**config.mk**
```make
export PLATFORM = sky130hd
export DESIGN_NAME = pao_output_path
export DESIGN_NICKNAME = d
export VERILOG_FILES = /design/src/inc/pao_pkg.sv /design/src/design/pao_skid_buffer.sv /design/src/design/pao_output_path.sv
export VERILOG_INCLUDE_DIRS = /design/src /design/src/inc
export SDC_FILE = /design/constraint.sdc
export NUM_CORES = 1
export LEC_CHECK = 0
export ABC_AREA = 1
export BUFFER_PORTS_ARGS = -buffer_cell sky130_fd_sc_hd__buf_2
export CAP_MARGIN = 15
export CORE_MARGIN = 2
export CORE_UTILIZATION = 58
export CTS_CLUSTER_DIAMETER = 150
export CTS_CLUSTER_SIZE = 8
export DETAILED_ROUTE_END_ITERATION = 8
export GPL_TIMING_DRIVEN = 0
export PLACE_DENSITY = 0.78
export SKIP_LAST_GASP = 1
export SYNTH_ARGS = -nofsm -noshare
export SYNTH_HDL_FRONTEND = slang
export SYNTH_SLANG_ARGS = --single-unit
```
**constraint.sdc**
```tcl
create_clock -name clk -period 2.5 [get_ports clk]
set_input_delay 0.125 -clock clk [delete_from_list [all_inputs] [get_ports clk]]
set_output_delay 0.125 -clock clk [all_outputs]
set_load 0.02 [all_outputs]
```
**src/inc/pao_defs.svh**
```systemverilog
// constants for the pipelined converter output path
`ifndef PAO_DEFS_SVH
`define PAO_DEFS_SVH

`define PAO_CODE_W       4
`define PAO_STAGES       4
`define PAO_RES_W        12
`define PAO_SUM_W        14
`define PAO_DLY_BASE     4
`define PAO_FILL_TICKS   2'h2
`define PAO_W_STAGE0     9
`define PAO_W_STAGE1     6
`define PAO_W_STAGE2     3
`define PAO_W_STAGE3     0
`define PAO_EC_OFFSET    14'h0249
`define PAO_CODE_MAX     14'h0FFF
`define PAO_WORD_ONES    12'hFFF
`define PAO_WORD_ZEROS   12'h000
`define PAO_PHASE_SAMPLE 1'h0
`define PAO_PHASE_HOLD   1'h1
`define PAO_BUF_DEPTH    2'h2

`endif

```
**src/inc/pao_pkg.sv**
```systemverilog
// types for the pipelined converter output path
package pao_pkg;

    typedef logic [3:0]  pao_code_t;
    typedef logic [11:0] pao_word_t;

    typedef struct packed {
        pao_code_t stage3;
        pao_code_t stage2;
        pao_code_t stage1;
        pao_code_t stage0;
    } pao_codes_t;

    typedef struct packed {
        pao_word_t word;
    } pao_result_t;

    typedef enum logic {
        PAO_FILL,
        PAO_RUN
    } pao_state_t;

endpackage : pao_pkg

```
**src/design/pao_skid_buffer.sv**
```systemverilog
// two-entry buffer between correction and output latch
`timescale 1ns/1ps
`default_nettype none
`include "pao_defs.svh"

module pao_skid_buffer
    import pao_pkg::*;
(
    // clock and reset
    input  wire logic        clk,
    input  wire logic        resetn,
    // filling side
    input  wire pao_result_t in_data,
    input  wire logic        in_valid,
    output logic             in_ready,
    // draining side
    output pao_result_t      out_data,
    output logic             out_valid,
    input  wire logic        out_ready
);

    // ----------------------------------------
    // storage
    // ----------------------------------------
    pao_result_t mem_reg [0:1];
    logic        wr_ptr_reg;
    logic        rd_ptr_reg;
    logic [1:0]  count_reg;
    logic [1:0]  count_next;
    wire         push = in_valid && in_ready;
    wire         pop  = out_valid && out_ready;

    assign in_ready  = (count_reg != `PAO_BUF_DEPTH);
    assign out_valid = (count_reg != 2'h0);
    assign out_data  = mem_reg[rd_ptr_reg];

    assign count_next = count_reg + {1'b0, push} - {1'b0, pop};

    always_ff @(posedge clk or negedge resetn) begin
        if (!resetn) begin
            wr_ptr_reg <= 1'b0;
            rd_ptr_reg <= 1'b0;
            count_reg  <= 2'h0;
        end else begin
            wr_ptr_reg <= wr_ptr_reg ^ push;
            rd_ptr_reg <= rd_ptr_reg ^ pop;
            count_reg  <= count_next;
        end
    end

    always_ff @(posedge clk or negedge resetn) begin
        if (!resetn) begin
            mem_reg[0] <= '0;
            mem_reg[1] <= '0;
        end else if (push) begin
            mem_reg[wr_ptr_reg] <= in_data;
        end
    end

endmodule : pao_skid_buffer
`default_nettype wire

```
**src/design/pao_output_path.sv**
```systemverilog
// digital output path of a pipelined sampling converter
`timescale 1ns/1ps
`default_nettype none
`include "pao_defs.svh"

module pao_output_path
    import pao_pkg::*;
(
    // clock and reset
    input  wire logic       clk,
    input  wire logic       resetn,
    // stage codes from the converter core
    input  wire pao_codes_t stage_code,
    // host side
    input  wire logic       host_ready,
    // internal phases
    output logic            sample_phase,
    output logic            hold_phase,
    // result bus
    output logic [11:0]     result_line,
    output logic            result_valid,
    // buffer status
    output logic            accept_ready,
    output logic            overrun
);

    // ----------------------------------------
    // phase generator
    // ----------------------------------------
    logic phase_reg;
    logic phase_next;
    logic sample_phase_reg;
    logic sample_phase_next;
    logic hold_phase_reg;
    logic hold_phase_next;

    // one clk is one half period
    assign phase_next        = ~phase_reg;
    // phases never overlap, both low in reset
    assign sample_phase_next = (phase_reg == `PAO_PHASE_HOLD);
    assign hold_phase_next   = (phase_reg == `PAO_PHASE_SAMPLE);

    always_ff @(posedge clk or negedge resetn) begin
        if (!resetn) begin
            phase_reg <= `PAO_PHASE_SAMPLE;
        end else begin
            phase_reg <= phase_next;
        end
    end

    always_ff @(posedge clk or negedge resetn) begin
        if (!resetn) begin
            sample_phase_reg <= 1'b0;
            hold_phase_reg   <= 1'b0;
        end else begin
            sample_phase_reg <= sample_phase_next;
            hold_phase_reg   <= hold_phase_next;
        end
    end

    assign sample_phase = sample_phase_reg;
    assign hold_phase   = hold_phase_reg;

    // ----------------------------------------
    // period strobes
    // ----------------------------------------
    wire sample_edge;
    wire period_end;

    // end of sample phase is the sample command
    assign sample_edge = (phase_reg == `PAO_PHASE_SAMPLE);
    // end of hold phase closes one period
    assign period_end  = (phase_reg == `PAO_PHASE_HOLD);

    // ----------------------------------------
    // stage codes as an array
    // ----------------------------------------
    pao_code_t code_in [0:3];

    assign code_in[0] = stage_code.stage0;
    assign code_in[1] = stage_code.stage1;
    assign code_in[2] = stage_code.stage2;
    assign code_in[3] = stage_code.stage3;

    // ----------------------------------------
    // alignment delay lines
    // ----------------------------------------
    pao_code_t aligned [0:3];

    // stage m arrives one half later than m-1
    genvar m;
    generate
        for (m = 0; m < `PAO_STAGES; m = m + 1) begin : g_dly
            localparam int LEN = `PAO_DLY_BASE - m;
            pao_code_t dly_reg [0:LEN-1];

            always_ff @(posedge clk or negedge resetn) begin
                if (!resetn) begin
                    for (int i = 0; i < LEN; i++) begin
                        dly_reg[i] <= '0;
                    end
                end else begin
                    dly_reg[0] <= code_in[m];
                    for (int i = 1; i < LEN; i++) begin
                        dly_reg[i] <= dly_reg[i-1];
                    end
                end
            end

            assign aligned[m] = dly_reg[LEN-1];
        end
    endgenerate

    // ----------------------------------------
    // error correction
    // ----------------------------------------
    logic [13:0] term0;
    logic [13:0] term1;
    logic [13:0] term2;
    logic [13:0] term3;
    logic [13:0] code_sum;
    logic [13:0] code_fix;
    wire         under_range;
    wire         over_range;
    pao_result_t corrected;

    // overlapping weights use the redundant bit
    assign term0 = 14'({10'h000, aligned[0]} << `PAO_W_STAGE0);
    assign term1 = 14'({10'h000, aligned[1]} << `PAO_W_STAGE1);
    assign term2 = 14'({10'h000, aligned[2]} << `PAO_W_STAGE2);
    assign term3 = 14'({10'h000, aligned[3]} << `PAO_W_STAGE3);

    assign code_sum = term0 + term1 + term2 + term3;

    assign under_range = (code_sum < `PAO_EC_OFFSET);
    assign code_fix    = code_sum - `PAO_EC_OFFSET;
    assign over_range  = !under_range && (code_fix > `PAO_CODE_MAX);

    // clamp at both full scale ends
    assign corrected.word = under_range ? `PAO_WORD_ZEROS
                          : over_range  ? `PAO_WORD_ONES
                          : code_fix[11:0];

    // ----------------------------------------
    // pipeline fill control
    // ----------------------------------------
    pao_state_t state_reg;
    pao_state_t state_next;
    logic [1:0] fill_cnt_reg;
    logic [1:0] fill_cnt_next;
    wire        fill_done;
    wire        push_word;

    // first aligned word is ready at third period end
    assign fill_done = (fill_cnt_reg == `PAO_FILL_TICKS);

    always_comb begin
        state_next    = state_reg;
        fill_cnt_next = fill_cnt_reg;
        case (state_reg)
            PAO_FILL: begin
                if (period_end) begin
                    if (fill_done) begin
                        state_next = PAO_RUN;
                    end else begin
                        fill_cnt_next = fill_cnt_reg + 2'h1;
                    end
                end
            end
            PAO_RUN: begin
                state_next = PAO_RUN;
            end
            default: begin
                state_next = PAO_FILL;
            end
        endcase
    end

    always_ff @(posedge clk or negedge resetn) begin
        if (!resetn) begin
            state_reg    <= PAO_FILL;
            fill_cnt_reg <= 2'h0;
        end else begin
            state_reg    <= state_next;
            fill_cnt_reg <= fill_cnt_next;
        end
    end

    // one word per period once filled
    assign push_word = period_end && ((state_reg == PAO_RUN) || fill_done);

    // ----------------------------------------
    // buffer
    // ----------------------------------------
    pao_result_t buf_data;
    logic        buf_valid;
    logic        buf_in_ready;
    wire         drain;

    // drained on the sample command edge
    assign drain = sample_edge && host_ready;

    pao_skid_buffer u_buffer (
        .clk       (clk),
        .resetn    (resetn),
        .in_data   (corrected),
        .in_valid  (push_word),
        .in_ready  (buf_in_ready),
        .out_data  (buf_data),
        .out_valid (buf_valid),
        .out_ready (drain)
    );

    // ----------------------------------------
    // status flags
    // ----------------------------------------
    logic accept_ready_reg;
    logic accept_ready_next;
    logic overrun_reg;
    logic overrun_next;
    wire  lost_word;

    // core cannot stall, a refused word is lost
    assign lost_word         = push_word && !buf_in_ready;
    assign accept_ready_next = buf_in_ready;
    assign overrun_next      = lost_word;

    always_ff @(posedge clk or negedge resetn) begin
        if (!resetn) begin
            accept_ready_reg <= 1'b0;
            overrun_reg      <= 1'b0;
        end else begin
            accept_ready_reg <= accept_ready_next;
            overrun_reg      <= overrun_next;
        end
    end

    assign accept_ready = accept_ready_reg;
    assign overrun      = overrun_reg;

    // ----------------------------------------
    // output latch
    // ----------------------------------------
    pao_result_t out_reg;
    pao_result_t out_next;
    logic        out_valid_reg;
    logic        out_valid_next;
    wire         load_word;

    assign load_word      = drain && buf_valid;
    assign out_next       = load_word ? buf_data : out_reg;
    // valid only after fill, for one period per word while host_ready is high
    assign out_valid_next = drain ? buf_valid : out_valid_reg;

    always_ff @(posedge clk or negedge resetn) begin
        if (!resetn) begin
            out_reg <= '0;
        end else begin
            out_reg <= out_next;
        end
    end

    always_ff @(posedge clk or negedge resetn) begin
        if (!resetn) begin
            out_valid_reg <= 1'b0;
        end else begin
            out_valid_reg <= out_valid_next;
        end
    end

    // msb on the highest line
    assign result_line  = out_reg.word;
    assign result_valid = out_valid_reg;

endmodule : pao_output_path
`default_nettype wire

```
==> results.toml, run 1 <==
[timing]
finalCritPeriodShare = 0.913
timing.fmax_ghz = 0.438
setup_viol = 0
skew_ps = 8.56
worst_slew_pin_slew_ps = 518
hold_slack_ps = 56.4
hold_viol = 0
slew_violations = 0
slew_headroom = 0.654
tns_ps = 0
rsz0062_at_grt = "no"
period_minus_slack_ps = 2280

[clocking]
root_buffer = "clkbuf_8"
clk_pin_slew_ps = 90
cts_tree = "built"
cts_buffer_depth = 2
cts_buffers = 9
insertion_delay_ps = 360
clock_sinks = 88
htree_levels = 3

[detailed_routing]
antenna_left = 0
vias = 2812
drtIter0Drc = 165
totalWireLength_um = 6940
drtPass1Iterations = 4
vias_per_cell = 5.09
drc = 0
wire_per_inst_um = 12.6

[layout]
largest_reg_flops = 28
antenna_cells = 0
utilization = 0.706
final_cell_count_no_fill = 552
drive_gt1_frac = 0.196
n_fill_cell = 479
fin_nets = 500
area_growth_pct = 17.3

[power]
power_density_nw_per_um2 = 980
peakVddDrop_uv = 788
leakagePower_nw = 2.34

[setup_path]
cp-start-kind = "flip-flop"
r2r_slack_ps = 220
cp-end-kind = "flip-flop"
required_ps = 2750
crit_fanout = 10
critPathKind = "flip-flop to flip-flop"
crit_arrival_ps = 2540

[place]
portBuffers = 35
dp_hpwl_um = 4910
gp_congestion = 0.817
placedCellCount = 519

[floorplan]
num_rows = 29
die_w_um = 85.2
die_area_um2 = 7250
dieHeight_um = 85.2
io_pins = 36
initial_utilization = 0.602
core_um2 = 6350

[status]
status = "finished clean"

[grt]
grt_pass1_wl_um = 12000
grt_max_degree = 51
antenna_found_initial = 0
grtUsageTotal = 0.211
overflow = 0
grt_pass1_vias = 2750

[logic_synthesis]
yosysSeqAreaShare = 0.576
synth.avg_cell_area_um2 = 9.41
synth-seq-cells = 88
yosysWarnings = 0
syn_area_um2 = 3820
syn-num-nets = 436
netlist_instances = 406
ys_types = 21

[hold_path]
hp-class = "input port to flip-flop"

[flow_run]
max_cap_viol_count = 0
==> kinds of logic after synthesis <==
group / after synthesis / synth area share
simple gates: 204 / 0.254
flops: 88 / 0.576
buf+inv: 60 / 0.0642
compound gates: 31 / 0.0416
xor+xnor: 12 / 0.0275
fa+ha+maj: 11 / 0.0360
==> path summary, 6_finish.rpt <==
| kind | from | endpoint | cells past startpoint |
|---|---|---|---|
| hold / removal | host_ready | result_valid | 4 |
| setup / recovery | g_dly[3].dly_reg[3] | u_buffer.mem_reg[14] | 13 |
| hold reg to reg | g_dly[0].dly_reg[5] | aligned[13] | 0 |
| max in group asynchronous | resetn | accept_ready | 3 |
| setup reg to reg | g_dly[3].dly_reg[3] | u_buffer.mem_reg[14] | 13 |
| min in group asynchronous | resetn | aligned[11] | 2 |
==> report_power, final <==
group	internal, mW	switching (mW)	leakage, nW	total [mW]
registers	1.81	0.181	1.03	1.99
clock network	0.380	0.537	0.0888	0.917
logic	0.541	0.939	1.22	1.48
==> critical path: stages (launching register included) <==
cell and delay (ps):
dfrtp_1 390, ha_2 230, ha_1 290, inv_1 130, nand3_2 110, a21oi_2 190, nand2_2 90, nand2_2 110
nand3_1 100, nand2_2 130, buf_6 180, nand3_2 90, nand3_1 90, nand2_1 60
==> routing by layer <==
metal | share of wire | global-route usage | vias up | routed length [um]
met5 | 0 | 0 | - | 0
met4 | 0.011 | 0.0794 | 0 | 79
met3 | 0.040 | 0.0496 | 9 | 280
met2 | 0.50 | 0.347 | 54 | 3480
met1 | 0.45 | 0.273 | 1356 | 3100
li1 | - | - | 1393 | -
==> final cells by class <==
cell class / count / area (um^2) / share of cell area
flip-flops and latches: 88 / 2200 / 0.491
multi-input cells: 258 / 1380 / 0.307
repair buffers: 53 / 375 / 0.0838
inverters: 47 / 176 / 0.0394
clock buffers: 9 / 124 / 0.0276
well taps: 77 / 96.3 / 0.0215
plain buffers: 13 / 68.8 / 0.0154
clock inverters: 7 / 61.3 / 0.0137
==> stage by stage <==
stage,power [mW],setup slack [ps],instance area (um^2)
floorplan,3.06,466,3820
global placement,3.41,253,4090
detailed placement,3.48,176,4120
CTS,4.43,165,4480
global route,4.73,33.5,4480
finish,4.39,217,4480
==> cells in the mapped netlist, drive strengths merged <==
cell type | instances | area (um^2)
a21oi | 4 | 23.8
buf | 6 | 42.5
clkbuf | 7 | 26.3
dfrtp | 88 | 2200
ha | 11 | 138
inv | 47 | 176
nand2 | 133 | 549
nand3 | 55 | 350
nand4 | 1 | 6.26
nor2 | 15 | 66.3
o21ai | 27 | 135
xnor2 | 5 | 43.8
xor2 | 7 | 61.3
==> cells in the final DEF, fill, tap and decap left out, drive strengths merged <==
cell type and count:
nand2 133, dfrtp 88, nand3 55, inv 51, buf 42, o21ai 27, dlygate4sd3 17, clkbuf 16
nor2 15, ha 11, xor2 7, xnor2 5, a21oi 4, clkinvlp 2, nand4 1, clkinv 1
==> repair_timing <==
item / in CTS / in global routing
hold buffers: 17 / 0
hold endpoints to repair: 54 / 0
endpoints found under the setup margin: 0 / 9
resized for setup: 0 / 1
buffers inserted: 0 / 0
Note: power is estimated with default switching activity, not from simulation.
==> run 2, diff against run 1 <==
--- a/config.mk
+++ b/config.mk
@@ -10,12 +10,13 @@
 export BUFFER_PORTS_ARGS = -buffer_cell sky130_fd_sc_hd__buf_2
 export CAP_MARGIN = 15
 export CORE_MARGIN = 2
-export CORE_UTILIZATION = 58
+export CORE_UTILIZATION = 60
+export CTS_BUF_LIST = sky130_fd_sc_hd__clkbuf_4 sky130_fd_sc_hd__clkbuf_8
 export CTS_CLUSTER_DIAMETER = 150
 export CTS_CLUSTER_SIZE = 8
 export DETAILED_ROUTE_END_ITERATION = 8
 export GPL_TIMING_DRIVEN = 0
-export PLACE_DENSITY = 0.78
+export PLACE_DENSITY = 0.81
 export SKIP_LAST_GASP = 1
 export SYNTH_ARGS = -nofsm -noshare
 export SYNTH_HDL_FRONTEND = slang
==> results.toml, run 2 (synthesis gave the netlist of run 1 again) <==
[power]
leakagePower_nw = 2.35
p_sw_frac = 0.367
p_int_mw = 2.84
power_frac_clock = 0.225
peakVddDrop_uv = 744
power_density_nw_per_um2 = 999
power_frac_comb = 0.330
pwr-share-seq = 0.445
p_sw_mw = 1.65

[timing]
slew_headroom = 0.678
slew_violations = 0
hold_viol = 0
setup_viol = 0
worst_slew_pin_slew_ps = 483
timing.fmax_ghz = 0.432
tns_ps = 0
skew_ps = 8.46
finalCritPeriodShare = 0.927
rsz0062_at_grt = "no"
period_minus_slack_ps = 2320

[grt]
overflow = 0
grt_pass1_wl_um = 13100
grt_max_degree = 54
antenna_found_initial = 0
grt_pass1_vias = 2868
grtUsageTotal = 0.241

[hold_path]
hp-class = "input port to flip-flop"
hold_depth = 4
min_to = "result_valid"
min_from = "host_ready"

[layout]
n_fill_cell = 450
area_growth_pct = 17.8
antenna_cells = 0
fin_nets = 500
largest_reg_flops = 28
fin_area_um2 = 4500
layout_commonest_cell = "nand2_1"
layout_common_cells = "nand2_1, dfrtp_1, inv_1"
drive_gt1_frac = 0.196

[clocking]
clock_sinks = 88
cts_tree = "built"
cts_buffers = 9
cts_buffer_depth = 2
insertion_delay_ps = 360
clk_pin_slew_ps = 90
htree_levels = 3
root_buffer = "clkbuf_8"

[setup_path]
crit_arrival_ps = 2560
r2r-start = "g_dly[3].dly_reg[3]"
cp-end-kind = "flip-flop"
cp-start-kind = "flip-flop"
timing.rr.end = "u_buffer.mem_reg[18]"
critPathKind = "flip-flop to flip-flop"
r2r_cells = 15
crit_fanout = 10
required_ps = 2750
r2r_slack_ps = 180

[floorplan]
core_um2 = 6240
die_area_um2 = 7020
num_rows = 29
dieHeight_um = 83.8
io_pins = 36
die_w_um = 83.8
initial_utilization = 0.612

[detailed_routing]
drtIter0Drc = 153
vias_per_cell = 5.05
drc = 0
wire_per_inst_um = 13.6
antenna_left = 0
vias = 2790
totalWireLength_um = 7500
drtPass1Iterations = 4

[flow_run]
max_cap_viol_count = 0

[place]
gp_congestion = 0.828
dpl-instance-area_um2 = 4120
portBuffers = 35
dp_hpwl_um = 4860

[status]
status = "finished clean"
-- run 2: changes by cell type in the layout (fill, tap and decap cells not counted) --
cell	delta
inv_6	-2
bufinv_16	+1
clkbuf_8	+1
clkinv_2	+1
inv_8	-1
-- run 2: through the flow --
stage / utilization / cells / total power [mW] / worst slack (ps) / hold slack [ps]
floorplan: - / 406 / 3.06 / 466 / -171
global placement: 0.656 / 518 / 3.41 / 265 / 232
detailed placement: 0.661 / 519 / 3.48 / 172 / 121
CTS: 0.721 / 552 / 4.50 / 127 / 41.1
global route: 0.721 / 552 / 4.84 / 5.70 / 85.3
finish: 0.721 / 552 / 4.50 / 183 / 52.1
-- run 2: layer usage --
layer  vias up  global-route usage  part of all wire
met2        57               0.389              0.49
met3        21              0.0564             0.039
met5         -                   0                 0
li1       1390                   -                 -
met1      1322               0.314              0.44
met4         0               0.104             0.027
-- run 2: how the worst max path moves through the flow --
stage                             start                    to  slack (ps)  depth (start not counted)
floorplan           g_dly[3].dly_reg[3]  u_buffer.mem_reg[14]         470                         13
global placement    g_dly[3].dly_reg[3]  u_buffer.mem_reg[14]         260                         15
detailed placement  g_dly[3].dly_reg[3]  u_buffer.mem_reg[18]         170                         15
CTS                 g_dly[3].dly_reg[3]  u_buffer.mem_reg[18]         130                         15
global route        g_dly[3].dly_reg[3]  u_buffer.mem_reg[18]           6                         15
finish              g_dly[3].dly_reg[3]  u_buffer.mem_reg[18]         180                         15
-- run 2: final cells by class --
cell class,instances,area (um^2),area share
buffer,13,68.8,0.0153
sequential,88,2200,0.489
clock inverter,6,67.6,0.0150
inverter,47,176,0.0392
timing repair buffer,53,375,0.0834
clock buffer,10,138,0.0306
tap,77,96.3,0.0214
multi-input combinational,258,1380,0.306
-- run 2: repair_timing --
action | 4_1_cts | 5_1_grt
hold endpoints to repair | 51 | 0
buffers inserted | 0 | 0
setup endpoints to repair | 0 | 23
hold buffers | 17 | 0
gates resized for setup | 0 | 1
-- run 2: power groups by stage --
stage | logic (mW) | registers, mW | clock network [mW]
final | 1.48 | 2.00 | 1.01
after global routing | 1.71 | 2.04 | 1.09
after CTS | 1.49 | 1.99 | 1.02
after detailed placement | 1.46 | 2.02 | 0
after global placement | 1.40 | 2.00 | 0
after floorplan | 0.937 | 2.12 | 0
-- run 2: critical path, stage by stage, from the launching register on --
cell and delay (ps):
dfrtp_1 400, ha_2 230, ha_1 240, nand3_2 100
nand2_2 90, nand2_1 70, nand2_1 80, a21oi_2 160
nand2_2 90, nand2_2 90, nand3_1 90, nand2_2 130
buf_6 180, nand3_2 100, nand3_1 90, nand2_1 60
==> run 3, diff against run 2 <==
--- a/config.mk
+++ b/config.mk
@@ -17,6 +17,7 @@
 export DETAILED_ROUTE_END_ITERATION = 8
 export GPL_TIMING_DRIVEN = 0
 export PLACE_DENSITY = 0.81
+export RECOVER_POWER = 100
 export SKIP_LAST_GASP = 1
 export SYNTH_ARGS = -nofsm -noshare
 export SYNTH_HDL_FRONTEND = slang
==> results.toml, run 3 (synthesis gave the netlist of run 1 again) <==
[status]
status = "complete, but fails checks"
violations = "max-capacitance violations, max-slew violations"

[timing]
worst_slew_pin_slew_ps = 2070
rsz0062_at_grt = "no"
slew_violations = 36
tns_ps = 0
finalCritPeriodShare = 0.924
period_minus_slack_ps = 2310
skew_ps = 7.01
slew_headroom = -0.378
hold_viol = 0
timing.fmax_ghz = 0.433
setup_viol = 0
fin_ws_ps = 190

[layout]
area_growth_pct = 17.0
antenna_cells = 0
fin_nets = 500
layout_commonest_cell = "nand2_1"
utilization = 0.716
largest_reg_flops = 28
drive_gt1_frac = 0.156
final_cell_count_no_fill = 552
layout_common_cells = "nand2_1, dfrtp_1, inv_1"

[setup_path]
crit_arrival_ps = 2560
crit_family = "simple AND/OR/NAND/NOR gates"
crit_path_max_incr_delay_ps = 400
critPathKind = "flip-flop to flip-flop"
crit_fanout = 10
path_buf_inv = 1
critPathSlowestCell = "dfrtp_1"
cpMostUsedCell = "nand2_2"
cp-end-kind = "flip-flop"
cp-start-kind = "flip-flop"
cp_cell_sequence = "ha_2, ha_1, nand3_2, nand2_2, nand2_1, nand2_1, a21oi_2, nand2_2, nand2_2, nand3_1, nand2_2, buf_6, nand3_2, nand3_1, nand2_1"
required_ps = 2750

[clocking]
insertion_delay_ps = 360
cts_setup_buffers = 0
clock_sinks = 88
cts_buffers = 9
clk_pin_slew_ps = 90
root_buffer = "clkbuf_8"
cts_buffer_depth = 2
cts_tree = "built"
htree_levels = 3

[grt]
grt_max_degree = 54
grtUsageTotal = 0.241
grt_pass1_wl_um = 13100
grt_pass1_vias = 2868
overflow = 0
antenna_found_initial = 0

[floorplan]
die_w_um = 83.8
io_pins = 36
num_rows = 29
initial_utilization = 0.612
dieHeight_um = 83.8
core_um2 = 6240
die_area_um2 = 7020

[power]
peakVddDrop_uv = 714
leakagePower_nw = 2.29
power_density_nw_per_um2 = 1000
total_power_mw = 4.47

[detailed_routing]
drc = 0
vias_per_cell = 5.07
vias = 2800
totalWireLength_um = 7540
drtPass1Iterations = 4
wire_per_inst_um = 13.7
drtIter0Drc = 164
antenna_left = 0

[hold_path]
hp-class = "input port to flip-flop"

[place]
pre_cts_ws_ps = 172
dp_hpwl_um = 4860
placedCellCount = 519
portBuffers = 35
gp_congestion = 0.828

[flow_run]
max_cap_viol_count = 1
-- run 3: metrics by stage --
| stage | instance area (um^2) | hold WS (ps) |
|---|---|---|
| after floorplan | 3820 | -171 |
| after detailed placement | 4120 | 121 |
| after global placement | 4090 | 232 |
| after CTS | 4500 | 41.1 |
| after global routing | 4470 | 85.3 |
| final | 4470 | 49.6 |
-- run 3: final cells by class --
cell class / instances / area, um^2
flip-flops and latches: 88 / 2200
fillers: 463 / 1770
multi-input cells: 258 / 1370
repair buffers: 53 / 350
inverters: 47 / 176
clock buffers: 10 / 138
well taps: 77 / 96.3
plain buffers: 13 / 68.8
clock inverters: 6 / 67.6
-- run 3: worst paths after layout --
path	from	to	slack [ps]	depth (start not counted)
setup / recovery	g_dly[3].dly_reg[3]	u_buffer.mem_reg[18]	190	15
min in group asynchronous	resetn	u_buffer.mem_reg[9]	890	2
hold reg to reg	g_dly[0].dly_reg[7]	aligned[15]	350	0
setup reg to reg	g_dly[3].dly_reg[3]	u_buffer.mem_reg[18]	190	15
max in group asynchronous	resetn	u_buffer.mem_reg[2]	430	2
hold / removal	host_ready	result_valid	50	4
-- run 3: routing by layer --
metal / routed length [um] / vias up / GRT usage
li1: - / 1390 / -
met1: 3260 / 1329 / 0.314
met2: 3710 / 62 / 0.389
met3: 356 / 19 / 0.0564
met4: 224 / 0 / 0.104
met5: 0 / - / 0
-- run 3: worst reg2reg max path: cells and delay by family (launching register included) --
family          cells  cell delay (ps)
compound gates      1              160
simple gates       11             1010
buf+inv             1              180
flops               1              400
fa+ha+maj           2              470
-- run 3: report_power, final --
| group | leakage, nW | total (mW) | internal [mW] | switching, mW |
|---|---|---|---|---|
| clock | 0.0989 | 1.01 | 0.492 | 0.522 |
| combinational | 1.16 | 1.45 | 0.509 | 0.945 |
| sequential | 1.03 | 2.00 | 1.81 | 0.191 |
-- run 3: repair_timing --
item                                    CTS  global route
endpoints found under the setup margin    0            23
hold buffers                             17             0
hold endpoints to repair                 51             0
resized for setup                         0             1
